File: src/pkg/dsk_pkg.sv
package dsk_pkg;
	// opcode low five bits; the flag bits above them are ignored on decode, except bit 7, which relative seek requires
	localparam logic [4:0] OPC_RD_DEL  = 5'h0C;
	localparam logic [4:0] OPC_RD_ID   = 5'h0A;
	localparam logic [4:0] OPC_RD_TRK  = 5'h02;
	localparam logic [4:0] OPC_RECAL   = 5'h07;
	localparam logic [4:0] OPC_RSEEK   = 5'h0F;
	localparam logic [4:0] OPC_SCAN_EQ = 5'h11;
	localparam logic [4:0] OPC_SCAN_HE = 5'h1D;

	// flag and field positions in the command bytes
	localparam int BIT_MT    = 7;
	localparam int BIT_DD    = 6;
	localparam int BIT_SK    = 5;
	localparam int BIT_DIR   = 6;
	localparam int BIT_RSEEK = 7;
	localparam int BIT_HEAD  = 2;

	// byte slots in the command buffer
	localparam int P_UNIT  = 1;
	localparam int P_COUNT = 2;
	localparam int P_TRACK = 2;
	localparam int P_HEAD  = 3;
	localparam int P_SECT  = 4;
	localparam int P_SIZE  = 5;

	// command lengths in bytes, result length and header length
	localparam logic [3:0] LEN_LONG  = 4'h9;
	localparam logic [3:0] LEN_DRIVE = 4'h2;
	localparam logic [3:0] LEN_RSEEK = 4'h3;
	localparam logic [3:0] RES_FIRST = 4'h0;
	localparam logic [3:0] RES_LAST  = 4'h6;
	localparam logic [3:0] RES_CHRN  = 4'h3;
	localparam logic [1:0] ID_LAST   = 2'h3;

	// status bits owned by this block
	localparam int ST2_SCAN_HIT  = 3;
	localparam int ST2_SCAN_MISS = 2;

	// step limit and step timing
	localparam logic [7:0] RECAL_MAX    = 8'hFF;
	localparam int unsigned CLK_NS       = 100;
	localparam int unsigned STEP_TIME_NS = 3000000;
	localparam int unsigned STEP_CYCLES  = (STEP_TIME_NS + CLK_NS - 1) / CLK_NS;

	// data buffer shape
	localparam int FIFO_WIDTH = 8;
	localparam int FIFO_DEPTH = 32;

	typedef enum logic [4:0] {
		S_IDLE  = 5'h01,
		S_PARAM = 5'h02,
		S_EXEC  = 5'h04,
		S_STEP  = 5'h08,
		S_RES   = 5'h10
	} dsk_state_type;

	typedef enum logic [2:0] {
		K_RD_DEL  = 3'h0,
		K_RD_ID   = 3'h1,
		K_RD_TRK  = 3'h2,
		K_RECAL   = 3'h3,
		K_RSEEK   = 3'h4,
		K_SCAN_EQ = 3'h5,
		K_SCAN_HE = 3'h6,
		K_BAD     = 3'h7
	} dsk_kind_type;

	typedef struct packed {
		logic       head_select;
		logic [1:0] drive_unit_select;
		logic       step_pulse;
		logic       step_dir;
		logic       exec_active;
		logic       double_density_select;
		logic       multi_track_flag;
		logic       skip_deleted_flag;
	} dsk_drive_type;

	typedef struct packed {
		dsk_state_type   st;
		dsk_kind_type    kind;
		logic [3:0]      idx;
		logic [8:0][7:0] prm;
		logic [3:0][7:0] id;
		logic [1:0]      id_n;
		logic [15:0]     step_cnt;
		logic [7:0]      steps;
		logic [3:0][7:0] trk;
		logic            dir;
		logic            step_o;
		logic            done;
		logic            miss;
		logic            seek_end;
		logic [7:0]      res_q;
	} dsk_core_type;
endpackage

File: src/verilog/dsk_fifo.sv
`timescale 1ns/1ps
module dsk_fifo #(
	parameter int WIDTH = 8,
	parameter int DEPTH = 32
) (
	input  logic             clk,
	input  logic             rst_b,
	input  logic             in_valid,
	input  logic [WIDTH-1:0] in_data,
	output logic             in_ready,
	output logic             out_valid,
	output logic [WIDTH-1:0] out_data,
	input  logic             out_ready,
	output logic             empty
);
	localparam int AW = $clog2(DEPTH);

	typedef struct packed {
		logic [DEPTH-1:0][WIDTH-1:0] mem;
		logic [AW-1:0]               wp;
		logic [AW-1:0]               rp;
		logic [AW:0]                 cnt;
		logic                        ov;
		logic [WIDTH-1:0]            od;
	} dsk_fifo_type;

	dsk_fifo_type q, d;
	logic         wr;
	logic         ld;

	// handshakes; output stage counts as one extra slot
	assign in_ready  = q.cnt != (AW + 1)'(DEPTH);
	assign out_valid = q.ov;
	assign out_data  = q.od;
	assign empty     = (q.cnt == '0) && !q.ov;
	assign wr        = in_valid && in_ready;
	assign ld        = (q.cnt != '0) && (!q.ov || out_ready);

	// read data always leaves through the registered output stage
	always_comb begin
		d = q;
		if (out_ready && q.ov) begin
			d.ov = 1'h0;
		end
		if (ld) begin
			d.od = q.mem[q.rp];
			d.ov = 1'h1;
			d.rp = q.rp + 1'h1;
		end
		if (wr) begin
			d.mem[q.wp] = in_data;
			d.wp        = q.wp + 1'h1;
		end
		unique case ({wr, ld})
			2'h2: d.cnt = q.cnt + 1'h1;
			2'h1: d.cnt = q.cnt - 1'h1;
			default: d.cnt = q.cnt;
		endcase
	end

	always_ff @(posedge clk) begin
		if (!rst_b) begin
			q <= '0;
		end else begin
			q <= d;
		end
	end
endmodule

File: src/verilog/dsk_cmd_core.sv
`timescale 1ns/1ps
module dsk_cmd_core #(
	parameter int unsigned STEP_CYC = dsk_pkg::STEP_CYCLES
) (
	input  logic                  clk,
	input  logic                  rst_b,
	input  logic                  host_wr,
	input  logic [7:0]            host_byte,
	output logic                  cmd_ready,
	output logic                  res_valid,
	output logic [7:0]            res_data,
	input  logic                  res_taken,
	input  logic                  dma_mode,
	output logic                  dma_req,
	output logic                  pio_req,
	output logic                  xfer_valid,
	output logic [7:0]            xfer_data,
	input  logic                  xfer_ready,
	input  logic                  scan_valid,
	input  logic [7:0]            scan_data,
	output logic                  scan_ready,
	input  logic                  disk_valid,
	input  logic [7:0]            disk_data,
	output logic                  disk_ready,
	input  logic                  sector_done,
	input  logic                  id_valid,
	input  logic [7:0]            id_byte,
	input  logic                  track0,
	input  logic [7:0]            st1_flags,
	input  logic [7:0]            st2_flags,
	output dsk_pkg::dsk_drive_type drv,
	output logic [7:0]            present_track,
	output logic                  seek_end
);
	import dsk_pkg::*;

	dsk_core_type q, d;
	logic         f_in_valid;
	logic         f_in_ready;
	logic         f_ov;
	logic [7:0]   f_od;
	logic         f_out_ready;
	logic         f_empty;
	logic         streaming;
	logic         scanning;
	logic         scan_hs;
	logic [1:0]   unit;

	// opcode from the low five bits, flags are don't-care except bit 7, which relative seek requires
	function automatic dsk_kind_type dsk_decode(input logic [7:0] b);
		dsk_kind_type k;
		k = K_BAD;
		case (b[4:0])
			OPC_RD_DEL:  k = K_RD_DEL;
			OPC_RD_ID:   k = K_RD_ID;
			OPC_RD_TRK:  k = K_RD_TRK;
			OPC_RECAL:   k = K_RECAL;
			OPC_RSEEK:   k = b[BIT_RSEEK] ? K_RSEEK : K_BAD;
			OPC_SCAN_EQ: k = K_SCAN_EQ;
			OPC_SCAN_HE: k = K_SCAN_HE;
			default:     k = K_BAD;
		endcase
		return k;
	endfunction

	// total command length including the opcode byte
	function automatic logic [3:0] dsk_len(input dsk_kind_type k);
		logic [3:0] n;
		n = LEN_LONG;
		if (k == K_RD_ID || k == K_RECAL) begin
			n = LEN_DRIVE;
		end else if (k == K_RSEEK) begin
			n = LEN_RSEEK;
		end
		return n;
	endfunction

	function automatic logic dsk_is_scan(input dsk_kind_type k);
		return k == K_SCAN_EQ || k == K_SCAN_HE;
	endfunction

	// commands whose execution moves sector bytes through the buffer
	function automatic logic dsk_is_stream(input dsk_kind_type k);
		return k == K_RD_DEL || k == K_RD_TRK || dsk_is_scan(k);
	endfunction

	// result byte i: three status bytes then track, head, sector, size
	function automatic logic [7:0] dsk_res_byte(
		input dsk_core_type s,
		input logic [3:0]   i,
		input logic [7:0]   f1,
		input logic [7:0]   f2
	);
		logic [7:0]      st2;
		logic [3:0][7:0] chrn;
		logic [7:0]      b;
		st2  = f2;
		chrn = {s.prm[P_SIZE], s.prm[P_SECT], s.prm[P_HEAD], s.prm[P_TRACK]};
		if (s.kind == K_RD_ID) begin
			chrn = s.id;
		end
		if (dsk_is_scan(s.kind)) begin
			st2[ST2_SCAN_HIT]  = !s.miss;
			st2[ST2_SCAN_MISS] = s.miss;
		end
		unique case (i)
			4'h0: b = {5'h00, s.prm[P_UNIT][BIT_HEAD:0]};
			4'h1: b = f1;
			4'h2: b = st2;
			default: b = chrn[2'(i - RES_CHRN)];
		endcase
		return b;
	endfunction

	assign unit      = q.prm[P_UNIT][1:0];
	assign streaming = (q.st == S_EXEC) && dsk_is_stream(q.kind);
	assign scanning  = streaming && dsk_is_scan(q.kind);

	// drive data only enters while a transfer runs; a full buffer stalls the drive
	assign f_in_valid = disk_valid && streaming;
	assign disk_ready = f_in_ready && streaming;

	// reads hand buffered bytes to the host, scans pair them with host bytes
	assign xfer_valid  = f_ov && !dsk_is_scan(q.kind);
	assign xfer_data   = f_od;
	assign dma_req     = xfer_valid && dma_mode;
	assign pio_req     = xfer_valid && !dma_mode;
	assign scan_ready  = f_ov && scanning;
	assign scan_hs     = scan_ready && scan_valid;
	assign f_out_ready = dsk_is_scan(q.kind) ? scan_hs : xfer_ready;

	dsk_fifo #(
		.WIDTH (FIFO_WIDTH),
		.DEPTH (FIFO_DEPTH)
	) u_fifo (
		.clk       (clk),
		.rst_b     (rst_b),
		.in_valid  (f_in_valid),
		.in_data   (disk_data),
		.in_ready  (f_in_ready),
		.out_valid (f_ov),
		.out_data  (f_od),
		.out_ready (f_out_ready),
		.empty     (f_empty)
	);

	// command sequencing: collect bytes, execute, return results
	always_comb begin
		d          = q;
		d.step_o   = 1'h0;
		d.seek_end = 1'h0;
		// step timer runs on between commands so back-to-back seeks keep the rate
		if (q.step_cnt != 16'h0000) begin
			d.step_cnt = q.step_cnt - 16'h0001;
		end
		unique case (q.st)
			S_IDLE: begin
				if (host_wr && dsk_decode(host_byte) != K_BAD) begin
					d.prm[0] = host_byte;
					d.kind   = dsk_decode(host_byte);
					d.idx    = 4'h1;
					d.st     = S_PARAM;
				end
			end
			S_PARAM: begin
				if (host_wr) begin
					d.prm[q.idx] = host_byte;
					if (q.kind == K_RECAL && q.idx == 4'h1) begin
						d.prm[P_UNIT] = {6'h00, host_byte[1:0]};
					end
					d.idx = q.idx + 4'h1;
					if (d.idx == dsk_len(q.kind)) begin
						d.done     = 1'h0;
						d.miss     = 1'h0;
						d.id_n     = 2'h0;
						if (q.kind == K_RECAL) begin
							d.steps = RECAL_MAX;
							d.dir   = 1'h0;
							d.st    = S_STEP;
						end else if (q.kind == K_RSEEK) begin
							d.steps = host_byte;
							d.dir   = q.prm[0][BIT_DIR];
							d.st    = S_STEP;
						end else begin
							d.st = S_EXEC;
						end
					end
				end
			end
			S_EXEC: begin
				d.done = q.done || sector_done;
				if (scan_hs) begin
					if (q.kind == K_SCAN_EQ && f_od != scan_data) begin
						d.miss = 1'h1;
					end
					if (q.kind == K_SCAN_HE && f_od < scan_data) begin
						d.miss = 1'h1;
					end
				end
				if (q.kind == K_RD_ID) begin
					if (id_valid) begin
						d.id[q.id_n] = id_byte;
						d.id_n       = q.id_n + 2'h1;
						if (q.id_n == ID_LAST) begin
							d.st    = S_RES;
							d.idx   = RES_FIRST;
							d.res_q = dsk_res_byte(d, RES_FIRST, st1_flags, st2_flags);
						end
					end
				end else if (q.done && f_empty) begin
					// wait for the buffer to drain so no sector byte is lost
					d.st    = S_RES;
					d.idx   = RES_FIRST;
					d.res_q = dsk_res_byte(d, RES_FIRST, st1_flags, st2_flags);
				end
			end
			S_STEP: begin
				if (q.kind == K_RECAL && track0) begin
					d.trk[unit] = 8'h00;
					d.seek_end  = 1'h1;
					d.st        = S_IDLE;
				end else if (q.steps == 8'h00) begin
					d.seek_end = 1'h1;
					d.st       = S_IDLE;
				end else if (q.step_cnt == 16'h0000) begin
					// one pulse per step period; track count follows the pulse
					d.step_o    = 1'h1;
					d.steps     = q.steps - 8'h01;
					d.step_cnt  = 16'(STEP_CYC - 1);
					d.trk[unit] = q.dir ? q.trk[unit] + 8'h01 : q.trk[unit] - 8'h01;
				end
			end
			S_RES: begin
				if (res_taken) begin
					if (q.idx == RES_LAST) begin
						d.st = S_IDLE;
					end else begin
						d.idx   = q.idx + 4'h1;
						d.res_q = dsk_res_byte(d, d.idx, st1_flags, st2_flags);
					end
				end
			end
			default: begin
				d.st = S_IDLE;
			end
		endcase
	end

	always_ff @(posedge clk) begin
		if (!rst_b) begin
			q <= '0;
			q.st <= S_IDLE;
		end else begin
			q <= d;
		end
	end

	// host side handshakes
	assign cmd_ready = (q.st == S_IDLE) || (q.st == S_PARAM);
	assign res_valid = q.st == S_RES;
	assign res_data  = q.res_q;

	// head, unit and flags come from stored command bytes (MT, SK masked for read track); step and exec from state
	assign drv.head_select           = q.prm[P_UNIT][BIT_HEAD];
	assign drv.drive_unit_select     = unit;
	assign drv.step_pulse            = q.step_o;
	assign drv.step_dir              = q.dir;
	assign drv.exec_active           = q.st == S_EXEC;
	assign drv.double_density_select = q.prm[0][BIT_DD];
	assign drv.multi_track_flag      = q.prm[0][BIT_MT] && q.kind != K_RD_TRK;
	assign drv.skip_deleted_flag     = q.prm[0][BIT_SK] && q.kind != K_RD_TRK;
	assign present_track             = q.trk[unit];
	assign seek_end                  = q.seek_end;
endmodule

File: config.mk
export PLATFORM = sky130hd
export DESIGN_NAME = dsk_cmd_core
export DESIGN_NICKNAME = d
export VERILOG_FILES = /design/src/pkg/dsk_pkg.sv /design/src/verilog/dsk_fifo.sv /design/src/verilog/dsk_cmd_core.sv
export SDC_FILE = /design/constraint.sdc
export NUM_CORES = 1
export LEC_CHECK = 0
export BUFFER_PORTS_ARGS = -buffer_cell sky130_fd_sc_hd__buf_2
export CAP_MARGIN = 20
export CORE_MARGIN = 2
export CORE_UTILIZATION = 62
export CTS_CLUSTER_DIAMETER = 60
export CTS_CLUSTER_SIZE = 30
export DETAILED_ROUTE_END_ITERATION = 16
export PLACE_DENSITY = 0.8
export SYNTH_ARGS = -nofsm -noshare
export SYNTH_HDL_FRONTEND = slang
export SYNTH_SLANG_ARGS = --single-unit
export TNS_END_PERCENT = 30
File: constraint.sdc
create_clock -name clk -period 4.2 [get_ports clk]
set_input_delay 0.21 -clock clk [delete_from_list [all_inputs] [get_ports clk]]
set_output_delay 0.21 -clock clk [all_outputs]
set_load 0.02 [all_outputs]
==> results.yml, run 1 <==
outcome:
  status: "completed"
layout:
  n_fill_cell: 2513
  area_growth_pct: 8.971
  drive_above_1_share_pct: 13.79
  nets: 2456
  multi_input_area_um2: 10990
  antennaDiodeCount: 0
  ff_latch_area_um2: 8696
  stdcell_count: 2827
sta:
  maxSlewViolCount: 0
  rsz0062_at_grt: "no"
  post-route-min-period_ps: 3602
  fin_skew_ps: 17.30
  hold_viol: 0
  tightest_slew_ps: 1048
  setup_viol: 0
  slew_headroom_pct: 29.84
  max_freq_mhz: 277.6
  fin_crit_sh_pct: 85.77
  setup_tns_ps: 0
setup_path:
  rr_worst_depth: 13
  cp.arrival_ps: 4060
  slowest_delay_ps: 620
  crit_path_end_kind: "register"
  crit_path_top_delay_cell: "or4b_1"
  critical_path.startpoint: "u_fifo.q[10]"
  worstPathRequired_ps: 4660
  critPathKind: "reg -> reg"
  worstPathMaxFanout: 13
  rr_startpoint: "u_fifo.q[10]"
  critPathLaunchType: "register"
  regToRegSetupSlack_ps: 600
  reg2reg_to: "u_fifo.q[13]"
  path_cells: "or3_4 > or4b_1 > and3_1 > nand2_1 > ha_1 > xor2_1 > ha_1 > a21oi_1 > nor3b_1 > o21ai_0 > a21oi_1 > xnor2_1 > nor2_1"
min_path:
  hold_depth: 3
  min_from: "host_byte[1]"
  min_to: "drv[7]"
  hold_path_class: "in -> reg"
detailed_routing:
  drt_pass1_iterations: 8
  ant_nets: 0
  via_per_inst: 6.524
  num_vias: 18440
  routed_wl_um: 57760
  drt_iter0_markers: 2122
  wl_per_cell_um: 20.43
  drcViolationCount: 0
floorplanning:
  die_h_um: 186.7
  core_region_area_um2: 32700
  die_w_um: 186.7
  start_util_pct: 63.29
  ios: 100
  rows: 66
  die-area_um2: 34860
yosys:
  syn_avg_cell_area_um2: 8.737
  ys.flop_type: "dfxtp_1"
  async_reset_ff_share_pct: 0
  synth_edf_count: 0
  netlist_instances: 2369
  ys_seq_area_share_pct: 41.98
  synth_nets: 2464
  ys_types: 86
  synth_seq_cells: 434
  syn_area_um2: 20700
  yosysWarnings: 0
global_route:
  grt_pass1_vias: 17570
  antenna_found_initial: 1
  grt_max_degree: 108
  grt_overflow: 0
  grt_use_total_pct: 32.02
  grt_pass1_wl_um: 92200
clocking:
  clock_path_buffers: 3
  clk_pin_slew_ps: 90
  cts-root-buf: "clkbuf_16"
  cts_tree: "done"
  h-tree-depth: 1
  cts_sinks: 434
  clk_latency_ps: 590
  cts_resized: 0
  cts_inserted_buffers: 30
placed_design:
  place.gp.congestion: 0.9437
  placed_cells: 2748
  port_buffers: 99
  dpl.hpwl_um: 36990
power:
  p_leak_uw: 0.007973
  irDropWorstVdd_uv: 307.4
  p_total_uw: 8261
  p_per_area_nw_per_um2: 366.3
job:
  max_cap_violations: 0
## worst max-delay path: cells and delay by family (launching register included)
family,cells,cell delay (ps)
adder cells (fa/ha/maj),2,680
AO/OA/AOI/OAI,3,500
AND/OR/NAND/NOR,6,1630
flip-flops,1,380
XOR/XNOR,2,290
## cell type report
cell class | count | area share, %
multi-input cells | 1692 | 48.73
flip-flops and latches | 434 | 38.56
repair buffers | 173 | 5.026
clock buffers | 35 | 3.639
well taps | 442 | 2.452
clock inverters | 21 | 1.065
inverters | 30 | 0.5326
## sequential cells by signal, summed over array words and instances, names as in the netlist
name,cells
u_fifo.out_valid,1
res_data,8
drv,6
u_fifo.q,272
seek_end,1
q,138
u_fifo.out_data,8
## layer usage
| metal | share of wire [%] | track usage, % |
|---|---|---|
| met2 | 47 | 53.42 |
| met3 | 8.9 | 4.326 |
| met1 | 40 | 42.44 |
| met5 | 0.014 | 0 |
| met4 | 4.0 | 12.30 |
## placed cells by master (no fill, tap or decap), drive strengths merged, types with 13 or more instances in the layout
cell         synthesis  routed
dfxtp              434     434
nand2              356     356
a21oi              336     336
o21ai              178     178
nand3              173     173
buf                 70     150
nor2               125     125
mux4                87      87
mux2i               62      62
inv                 28      41
ha                  35      35
clkbuf             143      35
a22oi               34      34
dlygate4sd3          0      23
xnor2               19      19
o2bb2ai             19      19
nor3                18      18
nor2b               16      16
xor2                15      15
nand4               15      15
nand2b              15      15
a211oi              13      13
or3                 13      13
## what timing repair did
action	CTS	global route
buffers inserted	0	0
hold buffers	22	1
endpoints found under the setup margin	0	0
hold endpoints to repair	49	1
## cell families (layout without fill, tap and decap cells)
group | count (synthesis) | after routing | share of synthesized area, %
AND/OR/NAND/NOR | 800 | 800 | 17.89
AO/OA/AOI/OAI | 667 | 667 | 18.65
flip-flops | 434 | 434 | 41.98
buffers and inverters | 243 | 259 | 5.042
multiplexers | 155 | 155 | 12.79
adder cells (fa/ha/maj) | 36 | 36 | 2.213
XOR/XNOR | 34 | 34 | 1.439
## how the worst max path moves through the flow
stage                        end  slack [ps]
floorplan           u_fifo.q[13]         760
detailed placement  u_fifo.q[13]         650
global route        u_fifo.q[13]         340
CTS                 u_fifo.q[13]         630
global placement    u_fifo.q[13]         760
finish              u_fifo.q[13]         600
## per-stage QoR
step	hold slack, ps	setup slack, ps	utilization (%)	area (um2)
4_1_cts	2.392	632.4	68.94	22540
3_3_place_gp	438.6	760.7	65.02	21260
6_report	39.00	597.6	68.97	22550
3_5_place_dp	441.3	648.4	65.02	21260
2_1_floorplan	348.8	762.0	-	20700
5_1_grt	21.91	339.0	68.97	22550
## cells in the mapped netlist (5+ instances only)
library cell	number	area (um2)
dfxtp_1	434	8688
nand2_1	351	1318
a21oi_1	336	1682
o21ai_0	174	870.8
nand3_1	173	865.8
clkbuf_1	133	499.2
nor2_1	125	469.2
mux4_2	87	1959
mux2i_1	62	620.6
ha_1	35	437.9
a22oi_1	34	255.2
buf_1	31	116.4
inv_1	27	101.4
buf_4	23	172.7
o2bb2ai_1	19	166.4
xnor2_1	19	166.4
nor3_1	18	90.09
nor2b_1	16	100.1
nand2b_1	15	93.84
nand4_1	15	93.84
xor2_1	15	131.4
buf_2	14	70.07
a211oi_1	13	97.59
a22o_1	12	105.1
nand3b_1	12	90.09
or3_1	12	75.07
clkbuf_2	10	50.05
o21a_1	9	67.56
and3_1	7	43.79
nor3b_1	7	52.55
nor4_1	7	43.79
o211ai_1	7	52.55
a32oi_1	6	52.55
mux2_2	6	67.56
a31oi_1	5	31.28
a32o_1	5	50.05
and4_1	5	43.79
nand2_2	5	31.28
## where the power goes
group,internal [uW],leakage [uW],switching [uW]
combinational,306,0.00396,527
sequential,4180,0.00350,80.8
clock,1500,0.000510,1670
(Power assumes the default switching activity.)
==> inputs of run 2 (changes only) <==
--- a/config.mk
+++ b/config.mk
@@ -5,13 +5,13 @@
 export SDC_FILE = /design/constraint.sdc
 export NUM_CORES = 1
 export LEC_CHECK = 0
-export BUFFER_PORTS_ARGS = -buffer_cell sky130_fd_sc_hd__buf_2
 export CAP_MARGIN = 20
 export CORE_MARGIN = 2
-export CORE_UTILIZATION = 62
+export CORE_UTILIZATION = 64
 export CTS_CLUSTER_DIAMETER = 60
 export CTS_CLUSTER_SIZE = 30
 export DETAILED_ROUTE_END_ITERATION = 16
+export DONT_BUFFER_PORTS = 1
 export PLACE_DENSITY = 0.8
 export SYNTH_ARGS = -nofsm -noshare
 export SYNTH_HDL_FRONTEND = slang
==> results.yml, run 2 (synthesis gave the netlist of run 1 again) <==
clocking:
  ctsHoldBuffers: 50
  clk_pin_slew_ps: 80
  cts_sinks: 434
  cts_tree: "done"
  clk_latency_ps: 530
  h-tree-depth: 2
  cts-root-buf: "clkbuf_16"
  post_cts_buffers: 0
  cts_resized: 0
  cts_inserted_buffers: 34
  clock_path_buffers: 3
floorplanning:
  core_region_area_um2: 31720
  rows: 65
  start_util_pct: 65.25
  ios: 100
  die-area_um2: 33790
  die_w_um: 183.8
  die_h_um: 183.8
power:
  p_per_area_nw_per_um2: 383.6
  irDropWorstVdd_uv: 401.4
  p_leak_uw: 0.007726
detailed_routing:
  top_layer: "met4"
  wl_per_cell_um: 21.60
  routed_wl_um: 58680
  ant_nets: 0
  drcViolationCount: 0
  wl_met1_um: 22680
  drt_iter0_markers: 2034
  drt_pass1_iterations: 7
  wl_met3_um: 5846
  num_vias: 18320
  met2WireLength_um: 27360
  via_per_inst: 6.744
sta:
  layout_setup_ws_ps: 273.4
  post-route-min-period_ps: 3927
  setup_viol: 0
  setup_tns_ps: 0
  maxSlewViolCount: 0
  fin_skew_ps: 17.87
  max_freq_mhz: 254.7
  rsz0062_at_grt: "no"
  hold_viol: 0
  slew_headroom_pct: 32.75
  tightest_slew_ps: 1006
  fin_crit_sh_pct: 93.49
layout:
  final_cell_mix: "dfxtp_1 (432), nand2_1 (351), a21oi_1 (336)"
  nets: 2383
  drive_above_1_share_pct: 10.33
  stdcell_count: 2717
  reg.largest.list: "u_fifo.q (272), q (138)"
  area_growth_pct: 8.881
  top_register: "u_fifo.q"
  n_fill_cell: 2338
  utilization_pct: 71.05
  largest_reg_flops: 272
  final_common_cell: "dfxtp_1"
placed_design:
  port_buffers: 0
  pre_cts_ws_ps: 452.8
  placed_cells: 2603
  place.gp.congestion: 0.9455
  dpl.hpwl_um: 36650
setup_path:
  cp.arrival_ps: 4390
  critPathKind: "reg -> reg"
  crit_path_end_kind: "register"
  worstPathRequired_ps: 4660
  critPathLaunchType: "register"
  worstPathMaxFanout: 16
global_route:
  antenna_found_initial: 2
  grt_use_total_pct: 34.58
  grt_pass1_wl_um: 93880
  grt_pass1_vias: 17520
  grt_overflow: 0
  grt_max_degree: 155
job:
  max_cap_violations: 0
min_path:
  hold_path_class: "in -> reg"
outcome:
  status: "completed"
-- run 2: cell types whose count changed in the layout (fill, tap and decap cells not counted), sizes merged --
cell	change
clkinv	+2
diode	+2
inv	-3
bufinv	+2
buf	-95
dlygate4sd3	+18
clkbuf	+4
-- run 2: routing by layer --
| metal | vias to the layer above | global-route usage [%] |
|---|---|---|
| met5 | - | 0 |
| met4 | 0 | 16.74 |
| met3 | 184 | 7.052 |
| met2 | 976 | 55.64 |
| met1 | 8814 | 44.66 |
| li1 | 8349 | - |
-- run 2: per-stage QoR --
step                total power (uW)  area (um2)  hold slack (ps)
global route                    8939       22530            5.900
global placement                5018       20680            297.8
floorplan                       4948       20700            348.8
finish                          8644       22540            13.20
detailed placement              5050       20680            295.1
CTS                             8662       22520           0.1241
-- run 2: final cells by class --
| cell class | instances | area [um2] | area share [%] |
|---|---|---|---|
| multi-input cells | 1692 | 10990 | 48.77 |
| well taps | 402 | 503.0 | 2.232 |
| clock buffers | 39 | 943.4 | 4.186 |
| repair buffers | 96 | 977.2 | 4.336 |
| flip-flops and latches | 434 | 8696 | 38.59 |
| clock inverters | 22 | 300.3 | 1.333 |
| diodes | 2 | 5.005 | 0.02221 |
| inverters | 30 | 120.1 | 0.5330 |
-- run 2: report_power, final --
| group | internal [uW] | switching [uW] | total, uW |
|---|---|---|---|
| Clock | 1840 | 1710 | 3560 |
| Sequential | 4180 | 84.0 | 4270 |
| Combinational | 312 | 509 | 821 |
| Total | 6340 | 2310 | 8640 |
-- run 2: worst paths after layout --
path | from | slack (ps) | cells past startpoint | end
max | q[181] | 270 | 7 | u_fifo.q[207]
min | disk_data[3] | 10 | 3 | u_fifo.q[212]
max reg2reg | q[181] | 270 | 7 | u_fifo.q[207]
min reg2reg | u_fifo.q[75] | 460 | 2 | u_fifo.q[75]
-- run 2: critical path: stages, from the launching register on --
cell and delay, ps:
dfxtp_1 550, nor2b_1 310, xnor2_1 340, nand4_1 910
nor2_1 900, nand2_1 130, dlygate4sd3_1 600, a21oi_1 120
